==> config.mk <==
export PLATFORM = sky130hd
export DESIGN_NAME = octal_serial_output_driver_ctrl
export DESIGN_NICKNAME = d
export VERILOG_FILES = /design/src/include/osd_pkg.sv /design/src/logic/cmd_fifo.sv /design/src/logic/octal_serial_output_driver_ctrl.sv
export SDC_FILE = /design/constraint.sdc
export NUM_CORES = 1
export LEC_CHECK = 0
export BUFFER_PORTS_ARGS = -buffer_cell sky130_fd_sc_hd__buf_4
export CORE_ASPECT_RATIO = 0.6
export CORE_MARGIN = 2
export CORE_UTILIZATION = 56
export DETAILED_ROUTE_END_ITERATION = 10
export HOLD_SLACK_MARGIN = 0.12
export PLACE_DENSITY_LB_ADDON = 0.05
export SLEW_MARGIN = 25
export SYNTH_ARGS = -nofsm -noshare
export SYNTH_HDL_FRONTEND = slang
export SYNTH_SLANG_ARGS = --single-unit
==> constraint.sdc <==
create_clock -name clk_i -period 12.3 [get_ports clk_i]
set_input_delay 0 -clock clk_i [delete_from_list [all_inputs] [get_ports clk_i]]
set_output_delay 0 -clock clk_i [all_outputs]
set_load 0.1 [all_outputs]
==> src/include/osd_pkg.sv <==
// shared constants and carrier types for the octal serial output driver control
//
// Behaviour
// - Each of eight channels has its own latch bit, switched independently.
// - Each transfer moves eight control bits from master into the shift register.
// - Each transfer returns eight diagnostic bits, one per channel voltage.
// - Device is selected only while chip select is low.
// - Serial output floats while deselected, driven only while selected.
// - Chip select falling loads all eight sensed levels into the shift register.
// - Chip select rising copies the inverted shift register into the output latch.
// - Each shift clock rise presents the next shift register bit on serial out.
// - Each shift clock fall samples serial input into the shift register.
// - Shifting in and shifting out happen together in one transfer.
// - Serial output passes shifted data on so devices can be chained.
// - An on output whose pin reads high is a fault; its latch bit clears.
// - Fault clearing touches only the faulted channel's latch bit.
// - Reset clears the whole output latch, turning every output off.
// - An off output with open pin reports low in its diagnostic bit.
// - Serial input one programs the output off, zero programs it on.
// - Channel 7 travels first and channel 0 last, both directions.
// - Fault clearing is suppressed for a hold time after chip select rises.
package osd_pkg;

	// channel count and shift register width
	localparam int CH_W = 8;

	// fault hold-off after chip select rises, and the system clock period
	localparam int HOLD_TIME_NS = 160000;
	localparam int CLK_PERIOD_NS = 10;
	// a least time, so it rounds up to whole cycles
	localparam int HOLD_CYCLES_DEF = (HOLD_TIME_NS + CLK_PERIOD_NS - 1) / CLK_PERIOD_NS;
	localparam int HOLD_CNT_W = 15;

	// reset values
	localparam logic [CH_W-1:0] LATCH_RST = 8'h00;
	localparam logic [CH_W-1:0] SHREG_RST = 8'h00;

	// command log buffer shape
	localparam int LOG_DEPTH = 16;
	localparam int LOG_W = 8;

	// the three link pins from the master
	typedef struct packed {
		logic sclk;
		logic cs_n;
		logic si;
	} link_in_t;

endpackage

==> src/logic/cmd_fifo.sv <==
// small synchronous fifo with registered outputs on both sides
`timescale 1ns/1ps
`default_nettype none
module cmd_fifo #(
	parameter int WIDTH = 8,
	parameter int DEPTH = 16
) (
	// clock, reset, enable
	input wire logic clk_i,
	input wire logic rst_i,
	input wire logic ce_i,
	// filling side
	input wire logic in_valid_i,
	input wire logic [WIDTH-1:0] in_data_i,
	output logic in_ready_o,
	// draining side
	output logic out_valid_o,
	output logic [WIDTH-1:0] out_data_o,
	input wire logic out_ready_i
);
	// depth must be a power of two so the pointers wrap on their own
	localparam int AW = $clog2(DEPTH);
	localparam int CW = AW + 1;

	typedef struct packed {
		logic [DEPTH-1:0][WIDTH-1:0] mem;
		logic [AW-1:0] wr;
		logic [AW-1:0] rd;
		logic [CW-1:0] count;
		logic in_rdy;
		logic out_vld;
		logic [WIDTH-1:0] out_data;
	} fifo_state_t;

	fifo_state_t q, d;
	logic push, pop;

	// next state: storage plus one output register stage
	always_comb begin
		d = q;
		push = in_valid_i && q.in_rdy;
		pop = (q.count != '0) && (!q.out_vld || out_ready_i);
		if (q.out_vld && out_ready_i) begin
			d.out_vld = 1'b0;
		end
		if (pop) begin
			d.out_data = q.mem[q.rd];
			d.out_vld = 1'b1;
			d.rd = q.rd + 1'b1;
		end
		if (push) begin
			d.mem[q.wr] = in_data_i;
			d.wr = q.wr + 1'b1;
		end
		d.count = q.count + CW'(push) - CW'(pop);
		// ready is registered so the producer sees a flop, never a loop
		d.in_rdy = (d.count < CW'(DEPTH));
	end

	// state register
	always_ff @(posedge clk_i or posedge rst_i) begin
		if (rst_i) begin
			q <= '0;
			q.in_rdy <= 1'b1;
		end else if (ce_i) begin
			q <= d;
		end
	end

	assign in_ready_o = q.in_rdy;
	assign out_valid_o = q.out_vld;
	assign out_data_o = q.out_data;

	// a full store must refuse new words
	fifo_full_a: assert property (@(posedge clk_i) disable iff (rst_i)
		(q.count == CW'(DEPTH)) |-> !in_ready_o)
		else $error("fifo accepts while full");

endmodule // cmd_fifo
`default_nettype wire

==> src/logic/octal_serial_output_driver_ctrl.sv <==
// serial link, shift register, output latch and fault clearing of the octal driver
`timescale 1ns/1ps
`default_nettype none
module octal_serial_output_driver_ctrl
	import osd_pkg::*;
#(
	parameter int unsigned HOLD_CYCLES = HOLD_CYCLES_DEF
) (
	// clock, reset, enable
	input wire logic clk_i,
	input wire logic rst_i,
	input wire logic ce_i,
	// device reset pin, active low, asynchronous
	input wire logic clear_n_i,
	// link pins from the master
	input wire link_in_t link_i,
	output logic so_o,
	output logic so_oe_n_o,
	// output stages: sensed pin level in, channel on out
	input wire logic [CH_W-1:0] sense_i,
	output logic [CH_W-1:0] chan_on_o,
	// log of committed command bytes
	output logic cmd_valid_o,
	output logic [LOG_W-1:0] cmd_data_o,
	input wire logic cmd_ready_i,
	output logic cmd_room_o
);

	// whole state of the block
	typedef struct packed {
		logic [1:0] sclk_s;
		logic sclk_p;
		logic [1:0] cs_s;
		logic cs_p;
		logic [1:0] si_s;
		logic [CH_W-1:0] sense_s1;
		logic [CH_W-1:0] sense_s2;
		logic [CH_W-1:0] shreg;
		logic so;
		logic so_oe_n;
		logic [CH_W-1:0] latch;
		logic [HOLD_CNT_W-1:0] hold;
	} ctrl_state_t;

	ctrl_state_t q, d;

	// either reset source clears everything at once, clock or not
	logic arst;
	// edge strobes from the synchronised pins
	logic cs_fall, cs_rise;
	logic sclk_rise, sclk_fall;
	logic sel;
	// fault mask per channel
	logic [CH_W-1:0] fault;
	// command byte pushed at chip select rise
	logic log_push;
	logic log_room;

	// edge finder shared by the shift clock and chip select pins
	function automatic logic rose(input logic prev, input logic cur);
		return !prev && cur;
	endfunction

	assign arst = rst_i || !clear_n_i;

	assign sel = !q.cs_s[1];
	assign cs_fall = rose(q.cs_s[1], q.cs_p);
	assign cs_rise = rose(q.cs_p, q.cs_s[1]);

	assign sclk_rise = sel && rose(q.sclk_p, q.sclk_s[1]);
	assign sclk_fall = sel && rose(q.sclk_s[1], q.sclk_p);

	// fault when on but pin still high
	generate
		for (genvar c = 0; c < CH_W; c++) begin : g_fault
			assign fault[c] = q.latch[c] && q.sense_s2[c];
		end
	endgenerate

	assign log_push = cs_rise;

	// next state
	always_comb begin
		d = q;
		// two-flop synchronisers; only stage two is read by logic
		d.sclk_s = {q.sclk_s[0], link_i.sclk};
		d.cs_s = {q.cs_s[0], link_i.cs_n};
		d.si_s = {q.si_s[0], link_i.si};
		d.sense_s1 = sense_i;
		d.sense_s2 = q.sense_s1;
		d.sclk_p = q.sclk_s[1];
		d.cs_p = q.cs_s[1];

		d.so_oe_n = q.cs_s[1];

		// an open off pin senses low, so it loads a zero
		if (cs_fall) begin
			// a high pin loads a one
			d.shreg = q.sense_s2;
			d.so = q.sense_s2[CH_W-1];
		end else begin
			// diagnostic bits leave one per rise
			if (sclk_rise) begin
				d.so = q.shreg[CH_W-1];
			end
			if (sclk_fall) begin
				// control bits collect in the shift register
				// in and out share one register
				d.shreg = {q.shreg[CH_W-2:0], q.si_s[1]};
			end
		end

		if (cs_rise) begin
			// a one means off, so store the inverse
			d.latch = ~q.shreg;
			d.hold = HOLD_CNT_W'(HOLD_CYCLES);
		end else if (q.hold != '0) begin
			// inrush is left to the analog limit during this window
			d.hold = q.hold - 1'b1;
		end else begin
			d.latch = q.latch & ~fault;
		end
	end

	// latch and shift register cleared by reset
	always_ff @(posedge clk_i or posedge arst) begin
		if (arst) begin
			q <= '0;
			q.sclk_s <= 2'h0;
			q.cs_s <= 2'h3;
			q.cs_p <= 1'b1;
			q.so_oe_n <= 1'b1;
			q.latch <= LATCH_RST;
			q.shreg <= SHREG_RST;
		end else if (ce_i) begin
			q <= d;
		end
	end

	// one latch bit per channel drives each stage
	assign chan_on_o = q.latch;
	// shifted bits leave on serial out for chaining
	assign so_o = q.so;
	assign so_oe_n_o = q.so_oe_n;
	assign cmd_room_o = log_room;

	// command log; a full log drops the byte and shows it on cmd_room_o
	cmd_fifo #(
		.WIDTH(LOG_W),
		.DEPTH(LOG_DEPTH)
	) u_log (
		.clk_i(clk_i),
		.rst_i(arst),
		.ce_i(ce_i),
		.in_valid_i(log_push),
		.in_data_i(q.shreg),
		.in_ready_o(log_room),
		.out_valid_o(cmd_valid_o),
		.out_data_o(cmd_data_o),
		.out_ready_i(cmd_ready_i)
	);

	// deselected output must float one cycle later
	so_float_a: assert property (
		@(posedge clk_i) disable iff (arst)
		(ce_i && q.cs_s[1]) |=> so_oe_n_o)
		else $error("serial out driven while deselected");

	// selected output drives one cycle later
	so_drive_a: assert property (
		@(posedge clk_i) disable iff (arst)
		(ce_i && !q.cs_s[1]) |=> !so_oe_n_o)
		else $error("serial out floating while selected");

	// sensed levels land in the shift register at select
	diag_load_a: assert property (
		@(posedge clk_i) disable iff (arst)
		(ce_i && cs_fall) |=> (q.shreg == $past(q.sense_s2)) && (so_o == $past(q.sense_s2[7])))
		else $error("diagnostic jam missing");

	// latch takes inverted shift register at deselect
	latch_load_a: assert property (
		@(posedge clk_i) disable iff (arst)
		(ce_i && cs_rise) |=> (chan_on_o == ~$past(q.shreg)))
		else $error("latch not loaded on deselect");

	// top bit appears on serial out after a clock rise
	so_shift_a: assert property (
		@(posedge clk_i) disable iff (arst)
		(ce_i && sclk_rise && !cs_fall) |=> (so_o == $past(q.shreg[7])))
		else $error("serial out not advanced");

	// input bit enters at the bottom on a clock fall
	si_sample_a: assert property (
		@(posedge clk_i) disable iff (arst)
		(ce_i && sclk_fall && !cs_fall)
		|=> (q.shreg == {$past(q.shreg[6:0]), $past(q.si_s[1])}))
		else $error("serial input not sampled");

	// shift register frozen while deselected
	idle_freeze_a: assert property (
		@(posedge clk_i) disable iff (arst)
		(ce_i && q.cs_s[1]) |=> $stable(q.shreg))
		else $error("shift register moved while deselected");

	// hold-off counter reloads with the full count
	hold_start_a: assert property (
		@(posedge clk_i) disable iff (arst)
		(ce_i && cs_rise) |=> (q.hold == HOLD_CNT_W'(HOLD_CYCLES)))
		else $error("hold-off not started");

	// no clearing while the hold-off runs
	hold_block_a: assert property (
		@(posedge clk_i) disable iff (arst)
		(ce_i && q.hold != '0 && !cs_rise) |=> $stable(chan_on_o))
		else $error("latch changed during hold-off");

	// faulted channels, and only those, turn off
	fault_clear_a: assert property (
		@(posedge clk_i) disable iff (arst)
		(ce_i && q.hold == '0 && !cs_rise && fault != '0)
		|=> (chan_on_o == ($past(chan_on_o) & ~$past(fault))))
		else $error("fault clearing wrong");

	// faulted channel 0 is off within two cycles of its fault being seen with the hold-off over
	fault_off_a: assert property (
		@(posedge clk_i) disable iff (arst)
		(ce_i && q.hold == '0 && !cs_rise && fault[0]) ##1 ce_i |-> ##[0:1] !chan_on_o[0])
		else $error("faulted channel left on");

endmodule // octal_serial_output_driver_ctrl
`default_nettype wire

==> results.txt <==
----------------------------------------------------
[Critical path]
  CP endpoint kind ... flip-flop
  Required time at the endpoint of the critical path ... 12710 ps
  Register-to-register setup slack ... 9350 ps
  Capturing point of the worst reg2reg path ... u_log.in_ready_o$_DFFE_PP1P_
  Max Fanout on Critical Path ... 4
  Crit path launch type ... flip-flop
  Startpoint of the worst-slack reg-to-reg timing path ... u_log.q[13]$_DFFE_PP0P_
  Data arrival time of the critical path ... 3360 ps
  R2R cell count ... 14
  Type of the worst setup path ... reg2reg

[Placed design]
  Number of placed instances, taps included ... 935
  Final Wtd Congestion ... 0.7729
  Number of port buffers ... 35
  Dpl hpwl ... 12580 um

[Route]
  Mean routed wirelength per cell ... 19.84 um
  Vias per Instance ... 5.758
  Final wirelength ... 19800 um
  Total DRC errors in the routed layout ... 0
  Detailed Route Iter0 Violations ... 309
  1st-pass router iterations ... 4
  Vias post-DR ... 5746
  Antenna Nets Post-Route ... 0

[Synthesis]
  Most common cell in the synthesized netlist ... sky130_fd_sc_hd__dfrtp_1
  Share of the synthesized area in the top cell type ... 52.02%
  Average footprint of a synthesized cell ... 13.47 um^2
  Area contributors post-synth ... sky130_fd_sc_hd__dfrtp_1 52%, sky130_fd_sc_hd__mux2_2 19%, sky130_fd_sc_hd__mux4_2 7.4%, sky130_fd_sc_hd__nand2_1 2.3%, sky130_fd_sc_hd__mux2i_1 2.1%
  Distinct cells, synth ... 50
  Summed instance area of the synthesized netlist ... 9764 um^2
  Number of enable flip-flop cells after synthesis ... 0
  Most used flip-flop cell after synthesis ... sky130_fd_sc_hd__dfrtp_1
  Sequential-to-total area share from yosys stat ... 53.10%
  Most instantiated cells after synthesis ... 203 x sky130_fd_sc_hd__dfrtp_1, 162 x sky130_fd_sc_hd__mux2_2, 59 x sky130_fd_sc_hd__nand2_1
  Fraction of registers with async set/reset ... 100.0%
  Cell type with the largest total area after synthesis ... sky130_fd_sc_hd__dfrtp_1
  Number of synthesized register bits ... 207
  Total nets after synthesis ... 755
  Number of warnings reported in the yosys synthesis log ... 0
  Synthesized instance count ... 725

[Final layout]
  Final net count ... 782
  Fraction of final layout cells sized beyond drive strength 1 ... 37.04%
  Fill cell instance count of the final layout ... 1259
  Layout overhead on the synthesized area ... 12.08%
  Diodes inserted ... 0
  Count of placed standard cells in the final layout, fillers left out ... 998

[Power]
  Static leakage ... 5.235 nW
  Power per unit of standard cell area ... 218.7 nW/um^2
  Net Sw Power ... 0.0009183 W
  P_int ... 0.001475 W
  Logic gate share of total power ... 33.4%
  Switching fraction of total power ... 38.36%
  Sequential Power Share ... 42.2%
  Worst voltage drop across the vdd grid ... 0.1890 mV
  Part of the total power dissipated in the clock network ... 24.4%

[Timing]
  Final sum of negative setup slack ... 0 ps
  Tightest slew margin relative to the limit ... 32.51%
  Pins Over Slew Limit ... 0
  Final-report setup violation count ... 0
  Transition time of the tightest slew-check pin ... 1010 ps
  Endpoints failing hold ... 0
  Post-route minimum period ... 2948 ps
  Setup repair after global routing missed its margin ... false
  Max Fclk ... 339.2 MHz
  Worst setup skew after layout ... 9.307 ps
  Crit share post-route ... 23.97%

[Global route]
  GRT Residual Overflow ... 0
  Antenna violations before repair ... 0
  Global-route wire length before repair ... 32590 um
  Pin count of the biggest net entering global routing ... 208
  Combined global-route utilization of all metal layers ... 22.63%
  Number of global-route vias before repair ... 5765

[Floorplan]
  Core area ... 17080 um^2
  Die Wd ... 174.5 um
  Number of top-level design ports ... 36
  DIE HEIGHT ... 106.3 um
  Std cell rows ... 37
  Overall die area ... 18540 um^2
  Starting density of the core ... 57.16%

[Job]
  Max-Cap Viols ... 0

[Clocking]
  CTS tree ... done
  H-tree depth ... 1
  Clock-pin transition on the worst setup and hold timing paths ... 60 ps
  Source-to-sink clock delay at the later pin of the worst-skew pair ... 490 ps
  Root Driver ... sky130_fd_sc_hd__clkbuf_16
  CTS sink cnt ... 207
  Maximum buffer depth of the clock tree ... 3
  Total CTS buffers ... 21

[Run status]
  Result of the run ... finished, final reports clean

[Worst hold path]
  Min-delay worst type ... in2async

----------------------------------------------------
-- timing repair --
| action | 4_1_cts | 5_1_grt |
|---|---|---|
| endpoints found under the setup margin | 0 | 0 |
| buffers inserted | 0 | 0 |
| resized for setup | 0 | 0 |
| hold endpoints to repair | 239 | 0 |
| hold buffers | 27 | 0 |
-- power groups by stage --
stage	clock, W	combinational [W]	sequential [W]
6_report	0.000584	0.000799	0.00101
5_1_grt	0.000628	0.000867	0.00104
4_1_cts	0.000595	0.000805	0.00101
3_5_place_dp	0	0.000794	0.00102
3_3_place_gp	0	0.000778	0.00101
2_1_floorplan	0	0.000716	0.000939
-- how the worst max path moves through the flow --
stage,endpoint,slack (ps),start,cells past startpoint
floorplan,chan_on_o[0]$_DFFE_PP0P_,4920,clear_n_i,1
global placement,u_log.in_ready_o$_DFFE_PP1P_,9460,u_log.q[13]$_DFFE_PP0P_,14
detailed placement,u_log.in_ready_o$_DFFE_PP1P_,9400,u_log.q[13]$_DFFE_PP0P_,14
CTS,u_log.in_ready_o$_DFFE_PP1P_,9370,u_log.q[13]$_DFFE_PP0P_,14
global route,u_log.in_ready_o$_DFFE_PP1P_,9120,u_log.q[13]$_DFFE_PP0P_,14
finish,u_log.in_ready_o$_DFFE_PP1P_,9350,u_log.q[13]$_DFFE_PP0P_,14
-- registers in the layout, indices dropped and copies added (netlist names) --
register and flops:
so_oe_n_o 1, so_o 1, chan_on_o 8, u_log.q 141, u_log.out_valid_o 1, u_log.out_data_o 8, d 13, q 33
u_log.in_ready_o 1
-- metal layers --
metal | global-route usage, % | part of all wire [%] | wire [um]
met4 | 3.902 | 1.3 | 255
met3 | 3.648 | 5.1 | 1004
met2 | 32.88 | 44 | 8805
met5 | 0 | 0 | 0
met1 | 36.37 | 49 | 9737
-- final cells by class --
| cell class | count | area [um^2] | share of cell area (%) |
|---|---|---|---|
| repair buffers | 67 | 603.1 | 5.510 |
| flip-flops and latches | 207 | 5186 | 47.39 |
| multi-input cells | 441 | 4194 | 38.32 |
| clock inverters | 3 | 18.77 | 0.1715 |
| well taps | 234 | 292.8 | 2.675 |
| clock buffers | 32 | 596.8 | 5.453 |
| inverters | 14 | 52.55 | 0.4802 |
-- per-stage QoR --
stage	worst slack, ps	instance area, um^2	power (W)	hold slack (ps)	util [%]
2_1_floorplan	4921	9767	0.001655	151.7	-
3_3_place_gp	9465	10030	0.001785	234.5	58.70
3_5_place_dp	9403	10030	0.001814	237.5	58.70
4_1_cts	9375	10910	0.002411	488.7	63.88
5_1_grt	9119	10940	0.002531	318.9	64.07
6_report	9352	10940	0.002394	263.4	64.07
-- critical path, cell delays in order, from the launching register on --
cell and delay [ps]:
sky130_fd_sc_hd__dfrtp_1 420, sky130_fd_sc_hd__inv_1 110, sky130_fd_sc_hd__ha_1 150, sky130_fd_sc_hd__nor4b_1 260, sky130_fd_sc_hd__a21oi_1 110, sky130_fd_sc_hd__ha_1 300
sky130_fd_sc_hd__inv_1 60, sky130_fd_sc_hd__ha_1 160, sky130_fd_sc_hd__inv_1 60, sky130_fd_sc_hd__fa_1 390, sky130_fd_sc_hd__nand2b_1 180, sky130_fd_sc_hd__a21oi_1 150
sky130_fd_sc_hd__nor2_1 90, sky130_fd_sc_hd__xnor3_1 170, sky130_fd_sc_hd__mux2_2 260
-- cell families (layout without fill, tap and decap cells) --
group           after synthesis  in the layout  share of synthesized area [%]
compound gates               63             63                          3.626
xor+xnor                     19             19                          1.845
fa+ha+maj                    14             14                          1.871
buf+inv                      77            116                          4.062
flops                       207            207                          53.10
mux                         215            215                          28.23
simple gates                130            130                          7.266
-- layout by cell type (no fill, tap or decap), types with 3 or more instances in the layout --
cell	n
sky130_fd_sc_hd__dfrtp_1	202
sky130_fd_sc_hd__mux2_2	162
sky130_fd_sc_hd__nand2_1	59
sky130_fd_sc_hd__buf_4	38
sky130_fd_sc_hd__o21ai_0	32
sky130_fd_sc_hd__mux4_2	32
sky130_fd_sc_hd__dlygate4sd3_1	27
sky130_fd_sc_hd__clkbuf_16	21
sky130_fd_sc_hd__mux2i_1	20
sky130_fd_sc_hd__nor2_1	17
sky130_fd_sc_hd__inv_1	14
sky130_fd_sc_hd__a21oi_1	14
sky130_fd_sc_hd__xor2_1	13
sky130_fd_sc_hd__ha_1	13
sky130_fd_sc_hd__o21bai_1	9
sky130_fd_sc_hd__nor2b_1	8
sky130_fd_sc_hd__clkbuf_1	8
sky130_fd_sc_hd__and3_1	6
sky130_fd_sc_hd__xnor2_1	5
sky130_fd_sc_hd__nand3_1	5
sky130_fd_sc_hd__nand4_1	5
sky130_fd_sc_hd__nand2b_1	4
sky130_fd_sc_hd__nand3_2	4
sky130_fd_sc_hd__dfstp_2	4
sky130_fd_sc_hd__clkbuf_8	3
Power figures use the tool's default switching activity.
